===== config.mk =====
export PLATFORM = sky130hd
export DESIGN_NAME = abmbd_top
export DESIGN_NICKNAME = d
export VERILOG_FILES = /design/src/verilog/abmbd_conv.v /design/src/verilog/abmbd_top.v
export VERILOG_INCLUDE_DIRS = /design/src /design/src/verilog
export SDC_FILE = /design/constraint.sdc
export NUM_CORES = 1
export LEC_CHECK = 0
export ABC_AREA = 1
export CORE_MARGIN = 3
export CORE_UTILIZATION = 60
export CTS_BUF_LIST = sky130_fd_sc_hd__clkbuf_4
export DETAILED_ROUTE_END_ITERATION = 8
export DONT_BUFFER_PORTS = 1
export GPL_TIMING_DRIVEN = 0
export PLACE_DENSITY_LB_ADDON = 0.05
export SETUP_SLACK_MARGIN = 0.2
export SYNTH_ARGS = -nofsm -noshare
export SYNTH_HDL_FRONTEND = slang
export SYNTH_SLANG_ARGS = --single-unit

===== constraint.sdc =====
create_clock -name sys_clk -period 1.7 [get_ports sys_clk]
set_input_delay 0.085 -clock sys_clk [delete_from_list [all_inputs] [get_ports sys_clk]]
set_output_delay 0.085 -clock sys_clk [all_outputs]
set_load 0.1 [all_outputs]

===== src/verilog/abmbd_consts.vh =====
// Constants for the analog module bus decoder
`ifndef ABMBD_CONSTS_VH
`define ABMBD_CONSTS_VH
// Clock period in ns (40 MHz)
`define ABMBD_CLK_NS 25
// Store strobe delay in ns, and in cycles (least time, rounded up)
`define ABMBD_WR_DELAY_NS 100
`define ABMBD_WR_DELAY_CYC ((`ABMBD_WR_DELAY_NS + `ABMBD_CLK_NS - 1) / `ABMBD_CLK_NS)
// Conversion time in ns at gain two, and in cycles (rounded up)
`define ABMBD_CONV_NS 35000
`define ABMBD_CONV_CYC ((`ABMBD_CONV_NS + `ABMBD_CLK_NS - 1) / `ABMBD_CLK_NS)
// Converter data channel offsets (low nibble) and upper nibble of the data page
`define ABMBD_OFS_OUT_ONE 8'hB0
`define ABMBD_OFS_INIT 8'hB1
`define ABMBD_OFS_OUT_TWO 8'hB2
// Address field positions
`define ABMBD_BIT_SETUP 0
`define ABMBD_BIT_OUTSEL 1
`define ABMBD_BIT_ADC_RST 7
`define ABMBD_BIT_DAC_RST 6
// Setup pattern that arms the D/A outputs
`define ABMBD_SETUP_PATTERN 8'h80
// Reset values
`define ABMBD_RST_BYTE 8'h00
`define ABMBD_RST_CHAN 4'h0
`endif


===== src/verilog/abmbd_conv.v =====
// Conversion timer for the A/D module: holds READY low while converting
`timescale 1ns/1ps
`include "abmbd_consts.vh"
module abmbd_conv #(
  parameter CONV_CYCLES = `ABMBD_CONV_CYC
) (
  // Clock and reset
  input wire sys_clk,
  input wire reset,
  // Control
  input wire start,
  input wire [7:0] sampleIn,
  // Status and result
  output reg busy_q,
  output reg [7:0] result_q
);
  reg [15:0] count_q;

  // Start reloads the count; a restart during a conversion begins afresh
  always @(posedge sys_clk)
  begin
    if (reset)
    begin
      busy_q <= 1'b0;
      count_q <= 16'h0000;
      result_q <= `ABMBD_RST_BYTE;
    end
    else if (start)
    begin
      busy_q <= 1'b1;
      count_q <= CONV_CYCLES[15:0] - 16'h0001;
    end
    else if (busy_q)
    begin
      if (count_q == 16'h0000)
      begin
        busy_q <= 1'b0;
        result_q <= sampleIn; // Sample taken at end of settling
      end
      else
        count_q <= count_q - 16'h0001;
    end
  end
endmodule // abmbd_conv


===== src/verilog/abmbd_top.v =====
// Bus decode and glue between a multiplexed 8-bit host bus and the D/A and A/D modules
`timescale 1ns/1ps
`include "abmbd_consts.vh"
module abmbd_top #(
  parameter CONV_CYCLES = `ABMBD_CONV_CYC,
  parameter WR_DELAY = `ABMBD_WR_DELAY_CYC
) (
  // Clock and reset
  input wire sys_clk,
  input wire reset,
  // Host bus pins
  input wire [7:0] busIn,
  output reg [7:0] busOut_q,
  output reg busOe_q,
  input wire ale,
  input wire rdN,
  input wire wrN,
  input wire [6:0] hiAddr,
  // Module straps
  input wire dacMatchStrapLow,
  input wire dacMatchStrapHigh,
  input wire [10:0] adcStrap,
  // D/A side
  output reg [7:0] dacOutOne_q,
  output reg [7:0] dacOutTwo_q,
  output reg dacArmed_q,
  output reg dacReset_q,
  // A/D side
  input wire [7:0] adcSample,
  output reg [3:0] adcChannel_q,
  output reg adcReady_q,
  output reg adcReset_q
);
  localparam SYNC_W = 11;
  localparam WS_IDLE = 2'b00;
  localparam WS_WAIT = 2'b01;
  localparam WS_HOLD = 2'b10;

  reg [SYNC_W-1:0] syncA_q;
  reg [SYNC_W-1:0] syncB_q;
  reg [SYNC_W-1:0] syncC_q;
  reg [SYNC_W-1:0] stable_q;
  reg [SYNC_W-1:0] prev_q;
  wire [SYNC_W-1:0] stable_d;
  wire [7:0] busS;
  wire aleFall;
  wire rdFall;
  wire rdRise;
  wire wrFall;
  wire wrRise;
  reg [7:0] addr_q;
  wire [13:0] fullAddr;
  wire rstChan;
  wire dacSel;
  wire adcSel;
  reg [1:0] wState_q;
  reg [7:0] wCount_q;
  reg wTarget_q;
  reg convStart_q;
  wire convBusy;
  wire [7:0] convResult;

  // True when the address field equals the compare pattern exactly, with no care mask
  function matchMasked;
    input [10:0] value;
    input [10:0] pattern;
    begin
      matchMasked = (value == pattern);
    end
  endfunction

  // Three-stage pin synchroniser; first stage feeds only the second
  always @(posedge sys_clk)
  begin
    syncA_q <= {ale, rdN, wrN, busIn};
    syncB_q <= syncA_q;
    syncC_q <= syncB_q;
  end

  // A level counts once stages two and three agree, rejecting single-cycle glitches
  assign stable_d = (syncB_q & ~(syncB_q ^ syncC_q)) | (stable_q & (syncB_q ^ syncC_q));

  always @(posedge sys_clk)
  begin
    if (reset)
    begin
      stable_q <= {1'b0, 1'b1, 1'b1, `ABMBD_RST_BYTE};
      prev_q <= {1'b0, 1'b1, 1'b1, `ABMBD_RST_BYTE};
    end
    else
    begin
      stable_q <= stable_d;
      prev_q <= stable_q;
    end
  end

  // Edge events on the filtered strobes
  assign busS = stable_q[7:0];
  assign aleFall = prev_q[10] & ~stable_q[10];
  assign rdFall = prev_q[9] & ~stable_q[9];
  assign rdRise = ~prev_q[9] & stable_q[9];
  assign wrFall = prev_q[8] & ~stable_q[8];
  assign wrRise = ~prev_q[8] & stable_q[8];

  // Address capture on the falling edge of the latch strobe
  always @(posedge sys_clk)
  begin
    if (reset)
      addr_q <= `ABMBD_RST_BYTE;
    else if (aleFall)
      addr_q <= busS;
  end

  // Address decode; board-tied upper lines extend the latched byte.
  // A6 reaches the D/A compare inverted, so the 10 data page shows all-high A4..A7 there
  assign fullAddr = {hiAddr[5:0], addr_q[7], ~addr_q[`ABMBD_BIT_DAC_RST], addr_q[5:0]};
  assign rstChan = ~addr_q[`ABMBD_BIT_ADC_RST] | addr_q[`ABMBD_BIT_DAC_RST];
  assign dacSel = ~rstChan & (fullAddr[3:2] == {dacMatchStrapHigh, dacMatchStrapLow})
    & (&fullAddr[13:4]);
  assign adcSel = ~rstChan & matchMasked({hiAddr, addr_q[7:4]}, ~adcStrap);

  // Reset channels pulse on a read or store strobe with A7 low (A/D) or A6 high (D/A) latched, regardless of data
  always @(posedge sys_clk)
  begin
    if (reset)
    begin
      adcReset_q <= 1'b0;
      dacReset_q <= 1'b0;
    end
    else
    begin
      adcReset_q <= (rdFall | wrFall) & ~addr_q[`ABMBD_BIT_ADC_RST];
      dacReset_q <= (rdFall | wrFall) & addr_q[`ABMBD_BIT_DAC_RST];
    end
  end

  // Delayed store strobe; the host must keep data on the bus past the delay
  always @(posedge sys_clk)
  begin
    if (reset)
    begin
      wState_q <= WS_IDLE;
      wCount_q <= 8'h00;
      wTarget_q <= 1'b0;
      dacOutOne_q <= `ABMBD_RST_BYTE;
      dacOutTwo_q <= `ABMBD_RST_BYTE;
      dacArmed_q <= 1'b0;
    end
    else if (dacReset_q)
    begin
      wState_q <= WS_IDLE;
      dacArmed_q <= 1'b0; // Setup needed again after reset
    end
    else
    begin
      case (wState_q)
        WS_IDLE:
        begin
          if (wrFall && dacSel)
          begin
            wState_q <= WS_WAIT;
            wCount_q <= WR_DELAY[7:0];
            wTarget_q <= addr_q[`ABMBD_BIT_OUTSEL];
          end
        end
        WS_WAIT:
        begin
          if (wrRise)
            wState_q <= WS_IDLE; // Strobe too short; nothing loads
          else if (wCount_q <= 8'h01)
          begin
            wState_q <= WS_HOLD;
            if (addr_q[`ABMBD_BIT_SETUP])
            begin
              if (busS == `ABMBD_SETUP_PATTERN)
                dacArmed_q <= 1'b1;
            end
            else if (wTarget_q)
              dacOutTwo_q <= busS;
            else
              dacOutOne_q <= busS;
          end
          else
            wCount_q <= wCount_q - 8'h01;
        end
        WS_HOLD:
        begin
          if (wrRise)
            wState_q <= WS_IDLE;
        end
        default:
          wState_q <= WS_IDLE;
      endcase
    end
  end

  // Read: drive the held result, latch the next channel, start conversion
  always @(posedge sys_clk)
  begin
    if (reset)
    begin
      busOut_q <= `ABMBD_RST_BYTE;
      busOe_q <= 1'b0;
      adcChannel_q <= `ABMBD_RST_CHAN;
      convStart_q <= 1'b0;
    end
    else
    begin
      convStart_q <= rdFall & adcSel & ~adcReset_q;
      if (adcReset_q)
      begin
        busOe_q <= 1'b0;
        adcChannel_q <= `ABMBD_RST_CHAN;
      end
      else if (rdFall && adcSel)
      begin
        busOut_q <= convResult;
        busOe_q <= 1'b1;
        adcChannel_q <= addr_q[3:0];
      end
      else if (rdRise)
        busOe_q <= 1'b0;
    end
  end

  // READY mirrors the conversion timer
  always @(posedge sys_clk)
  begin
    if (reset)
      adcReady_q <= 1'b1;
    else
      adcReady_q <= ~(convBusy | convStart_q);
  end

  abmbd_conv #(
    .CONV_CYCLES(CONV_CYCLES)
  ) uConv (
    .sys_clk(sys_clk),
    .reset(reset | adcReset_q),
    .start(convStart_q),
    .sampleIn(adcSample),
    .busy_q(convBusy),
    .result_q(convResult)
  );
endmodule // abmbd_top

# --- Word level (Yosys, flattened, before mapping) ---
# Index checks and enable logic that the tools add are counted.
word_totals:
  in_bits: 41
  register_bits: 133
op_classes:
  n_eq_ne: 11
  n_mux: 17
  order_cmp: 1
  add_sub_neg: 2
  reduce_logical: 21
  bitwise_logic: 38
op_table:
  columns: ["cell", "count"]
  rows:
  - ["$mux W11", 3]
  - ["$mux W8", 3]
  - ["$and A11 B11 Y11", 2]
  - ["$not A11 Y11", 2]
  - ["$logic_not A16 Y1", 1]
  - ["$not A1 Y1", 16]
  - ["$pmux W8 S2", 1]
  - ["$sub A16 B1 Y16 const B", 1]
  - ["$and A1 B1 Y1", 12]
  - ["$reduce_and A6 Y1", 2]
  - ["$eq A11 B11 Y1", 1]
  - ["$or A11 B11 Y11", 1]
  - ["$xor A11 B11 Y11", 1]
  - ["$ne A2 B2 Y1 const B", 5]
  - ["$reduce_and A10 Y1", 1]
  - ["$reduce_and A5 Y1", 2]
  - ["$reduce_and A3 Y1", 3]
  - ["$eq A8 B8 Y1 const B", 1]
  - ["$le A8 B1 Y1 const B", 1]
  - ["$mux W2", 4]
  - ["$sub A8 B1 Y8 const B", 1]
  - ["$pmux W2 S3", 1]
  - ["$reduce_and A2 Y1", 3]
  - ["$reduce_bool A2 Y1", 3]
  - ["9 further kinds", 19]

# --- Depth between registers and ports, before layout ---
logic_depth:
  word_depth: 8
  mapped_depth: 11
  mapped_depth_nobuf: 11

# --- By module ---
# A second synthesis with hierarchy kept.
hier_totals:
  cells_unflattened: 733
  area_unflattened_um2: 5248.8
modules_own_cells:
  columns: ["module", "n_inst", "cells_each", "seq_area_each_um2", "area_each_um2"]
  rows:
  - ["abmbd_top", 1, 503, 2001.9, 3823.7]
  - ["abmbd_conv", 1, 230, 500.5, 1425.1]

# --- Worst setup path before layout ---
# No wires, ideal clock.
synth_timing:
  path_kind: "reg2reg"
  start: "register dacReset_q"
  end: "register dacOutTwo_q[0]"
  period_less_slack_ps: 1790
  required_ps: 1568
  path_slack_ps: -90
  stages_incl_launch_ff: 7
  arrival_ps: 1658
  n_path_buf: 0
  cell_sequence: "dfxtp_1 inv_1 nand2_1 nor3_2 nand2_1 nand2_1 a21oi_1"
synth_between:
  elab_chain_cells: 2
synth_lines:
  columns: ["element", "line", "rtl"]
  rows:
  - ["start: declaration", "abmbd_top.v:27", "output reg dacReset_q,"]
  - ["start signal: assignment", "abmbd_top.v:133", "dacReset_q <= (rdFall | wrFall) & addr_q[`ABMBD_BIT_DAC_RST];"]
  - ["$not A1 Y1 (no line)", null, null]
  - ["$reduce_and A6 Y1 (no line)", null, null]
  - ["end signal: assignment", "abmbd_top.v:146", "dacOutTwo_q <= `ABMBD_RST_BYTE;"]
  - ["end signal: assignment", "abmbd_top.v:179", "dacOutTwo_q <= busS;"]
  - ["end: declaration", "abmbd_top.v:25", "output reg [7:0] dacOutTwo_q,"]
# Every way passes these cells.
# A chain may end at the register's enable or synchronous reset.

# --- Worst setup path after layout ---
layout_timing:
  start: "register wCount_q[1]"
  end: "register wCount_q[0]"
layout_between:
  elab_chain_cells: 3
layout_lines:
  columns: ["element", "line", "rtl"]
  rows:
  - ["start: declaration", "abmbd_top.v:57", "reg [7:0] wCount_q;"]
  - ["start signal: assignment", "abmbd_top.v:162", "wCount_q <= WR_DELAY[7:0];"]
  - ["start signal: assignment", "abmbd_top.v:184", "wCount_q <= wCount_q - 8'h01;"]
  - ["$le A8 B1 Y1", "abmbd_top.v:170", "else if (wCount_q <= 8'h01)"]
  - ["$ne A2 B2 Y1 (no line)", null, null]
  - ["$reduce_and A5 Y1 (no line)", null, null]
# Every way passes these cells.

==> flow_summary.ini <==
[run_status]
status = completed

[cts]
clk_path_buf_depth = 2
clk_pin_slew_ns = 0.12
clk_latency_ns = 0.51
cts_max_level = 4
cts_tree = built
cts_sinks = 125
cts_buffers = 17
cts_root_buf = clkbuf_4

[floorplanning]
pin_count = 74
floorplan.initialDensity_pct = 62.7
num_rows = 33
dieArea_um2 = 9820
die_w_um = 99.1
coreArea_um2 = 8300
die_h_um = 99.1

[setup_path]
cp_top_family = compound AO/OA/AOI/OAI gates
crit_path_start_kind = flop
rr_worst_depth = 9
endpoint = wCount_q[0]
required_ns = 2.14
end_kind = flop
cp_max_fo = 5
cp.arrival_ns = 2.03
path_class = reg -> reg
crit_slowest_cell = dfxtp_2
worst-path-buf-inv = 3
reg2reg_slack_ns = 0.10
worstReg2RegEnd = wCount_q[0]
path_depth = 9
r2r_start = wCount_q[1]
cpPeakStageDelay_ns = 0.38
path_cells = inv_4, ha_4, o21ai_4, nor2_4, buf_6, a21oi_4, buf_2, a21oi_1, nor2_1
critPathLaunch = wCount_q[1]

[run]
maxCapViolCount = 0

[global_routing]
grt.overflow.total = 0
grt_first_pass_wirelength_mm = 20.1
grt_max_degree = 17
antenna_found_initial = 0
grt_usage_pct = 25.3
first_global_vias = 4580

[sta]
timing.hold.ws_ns = 0.00185
relSlewSlack_pct = 57.1
period_minus_slack_ns = 1.60
worstMarginPinSlew_ns = 0.643
fin_tns_setup_ns = 0
slew_violations = 0
finalCritPeriodShare_pct = 94.1
finalClockSkew_ns = 0.0216
rsz0062_at_grt = true
setup_violations = 0
fmax_mhz = 625
finalHoldViolations = 0

[min_path]
hp-class = in -> reg

[power]
power.density_nw_per_um2 = 834
p_leak_nw = 2.90
vdd_drop_max_mv = 0.888

[logic_synthesis]
syn_area_um2 = 5200
synth_edf_count = 0
seq_area_frac_synth_pct = 48.1
synth_seq_cells = 125
synthesis.instances = 706
netlist_top_cells_area = dfxtp_1 (48%), nand2_1 (12%), nor2_1 (7.7%), inv_1 (6.2%), a21oi_1 (5.1%)
yosysWarnings = 0
async_reset_ff_share_pct = 0
syn-mean-instance-area_um2 = 7.37
synth_top_cell_area_share_pct = 48.1
synth_most_common_cell = nand2_1
synth_top_cell_by_area = dfxtp_1
ys.flop_type = dfxtp_1
synthDistinctLibCells = 37
synth_commonest_cells = nand2_1 (160), dfxtp_1 (125), nor2_1 (107), inv_1 (86), a21oi_1 (53)
synthesis.nets = 750

[detailed_routing]
ant_nets = 0
via_count = 4875
drc = 0
viasPerCell = 5.34
drt_iter0_drc = 276
drt_pass1_iterations = 5
drt-wirelength-per-cell_um = 14.3
wirelength_mm = 13.1

[final_layout]
n_antenna_cell = 0
area_growth_pct = 28.1
drive_gt1_share_pct = 26.6
num-fill-cells = 543
fin_nets = 839

[placed_design]
gp_congestion = 0.851
io_buffers = 0
hpwl_mm = 8.04
-- cell usage in the layout (no fill, tap or decap), types with 5 or more instances in the layout --
master / n
inv_1: 73
nor2_4: 18
nand2_1: 157
nand2_4: 6
nand3_1: 45
dfxtp_1: 77
a21oi_1: 46
nand4_1: 16
clkbuf_4: 17
nor3_1: 10
buf_4: 28
inv_2: 12
buf_6: 15
inv_6: 7
nor2_1: 90
o21ai_0: 29
clkbuf_1: 5
o21ai_2: 5
nor2_2: 13
a21oi_2: 7
dlygate4sd3_1: 27
dfxtp_2: 45
-- layout make-up --
type | instances | area (um2) | share of cell area, %
sequential | 125 | 2570 | 38.6
inverter | 90 | 350 | 5.26
clock buffer | 17 | 128 | 1.91
clock inverter | 15 | 171 | 2.57
buffer | 14 | 96.3 | 1.45
tap | 105 | 131 | 1.97
timing repair buffer | 69 | 654 | 9.82
multi-input combinational | 478 | 2560 | 38.5
-- state kept, by name, indices dropped and copies added (netlist names), named ones only --
name and cells:
adcChannel_q 4, adcReady_q 1, adcReset_q 1, addr_q 8
busOe_q 1, busOut_q 8, convStart_q 1, dacArmed_q 1
dacOutOne_q 8, dacOutTwo_q 8, dacReset_q 1, prev_q 3
syncA_q 11, syncB_q 11, syncC_q 11, uConv.busy_q 1
uConv.count_q 16, uConv.result_q 8, wCount_q 8, wState_q 2
wTarget_q 1
-- tightest hold or removal path, cell delays in order --
cell and delay (ns):
nand2_1 0.05, nand2_1 0.04, nand2_1 0.07, nor2_2 0.05, nand3_4 0.10, a21oi_1 0.07
-- routing by layer --
layer	global-route usage, %	wire [um]	vias to the layer above
met5	0	0	-
met4	12.0	286	0
met3	7.22	728	29
met2	43.5	6750	164
met1	29.1	5330	2247
li1	-	-	2435
-- cells by family after synthesis --
family          count (synthesis)  share of synthesized area [%]
simple gates                  375                           32.5
flops                         125                           48.1
buf+inv                       104                           8.25
compound gates                 90                           8.83
xor+xnor                        7                           1.18
fa+ha+maj                       5                           1.11
-- worst min-delay path by stage --
stage / from / to / slack, ns / depth (start not counted)
finish: hiAddr[5] / busOe_q / 0.002 / 6
global route: adcStrap[4] / busOe_q / -0.0007 / 6
floorplan: busIn[0] / syncA_q[0] / 0.11 / 0
CTS: hiAddr[5] / convStart_q / 0.009 / 6
global placement: busIn[3] / syncA_q[3] / 0.11 / 0
detailed placement: busIn[1] / syncA_q[1] / 0.11 / 0
-- where the power goes --
group	total [W]	internal (W)	switching, W
registers	0.00306	0.00299	0.0000699
logic	0.000325	0.000144	0.000181
clock network	0.00217	0.000922	0.00125
total	0.00556	0.00406	0.00150
-- through the flow --
step	cell area [um2]	total power [W]	utilization [%]	instances	setup WS [ns]
after floorplan	5220	0.00328	-	706	0.152
after global placement	5350	0.00333	64.5	811	-0.0972
after detailed placement	5350	0.00334	64.5	811	-0.122
after CTS	6250	0.00554	75.3	892	0.154
after global routing	6670	0.00577	80.3	913	0.0266
final	6670	0.00556	80.3	913	0.101
-- timing repair --
action	in CTS	in global routing
setup endpoints to repair	88	59
setup buffers	20	18
endpoints found under the hold margin	24	0
gates cloned	2	3
resized for setup	63	83
pin swaps	13	44
hold buffers	27	0
Power figures use the tool's default switching activity.
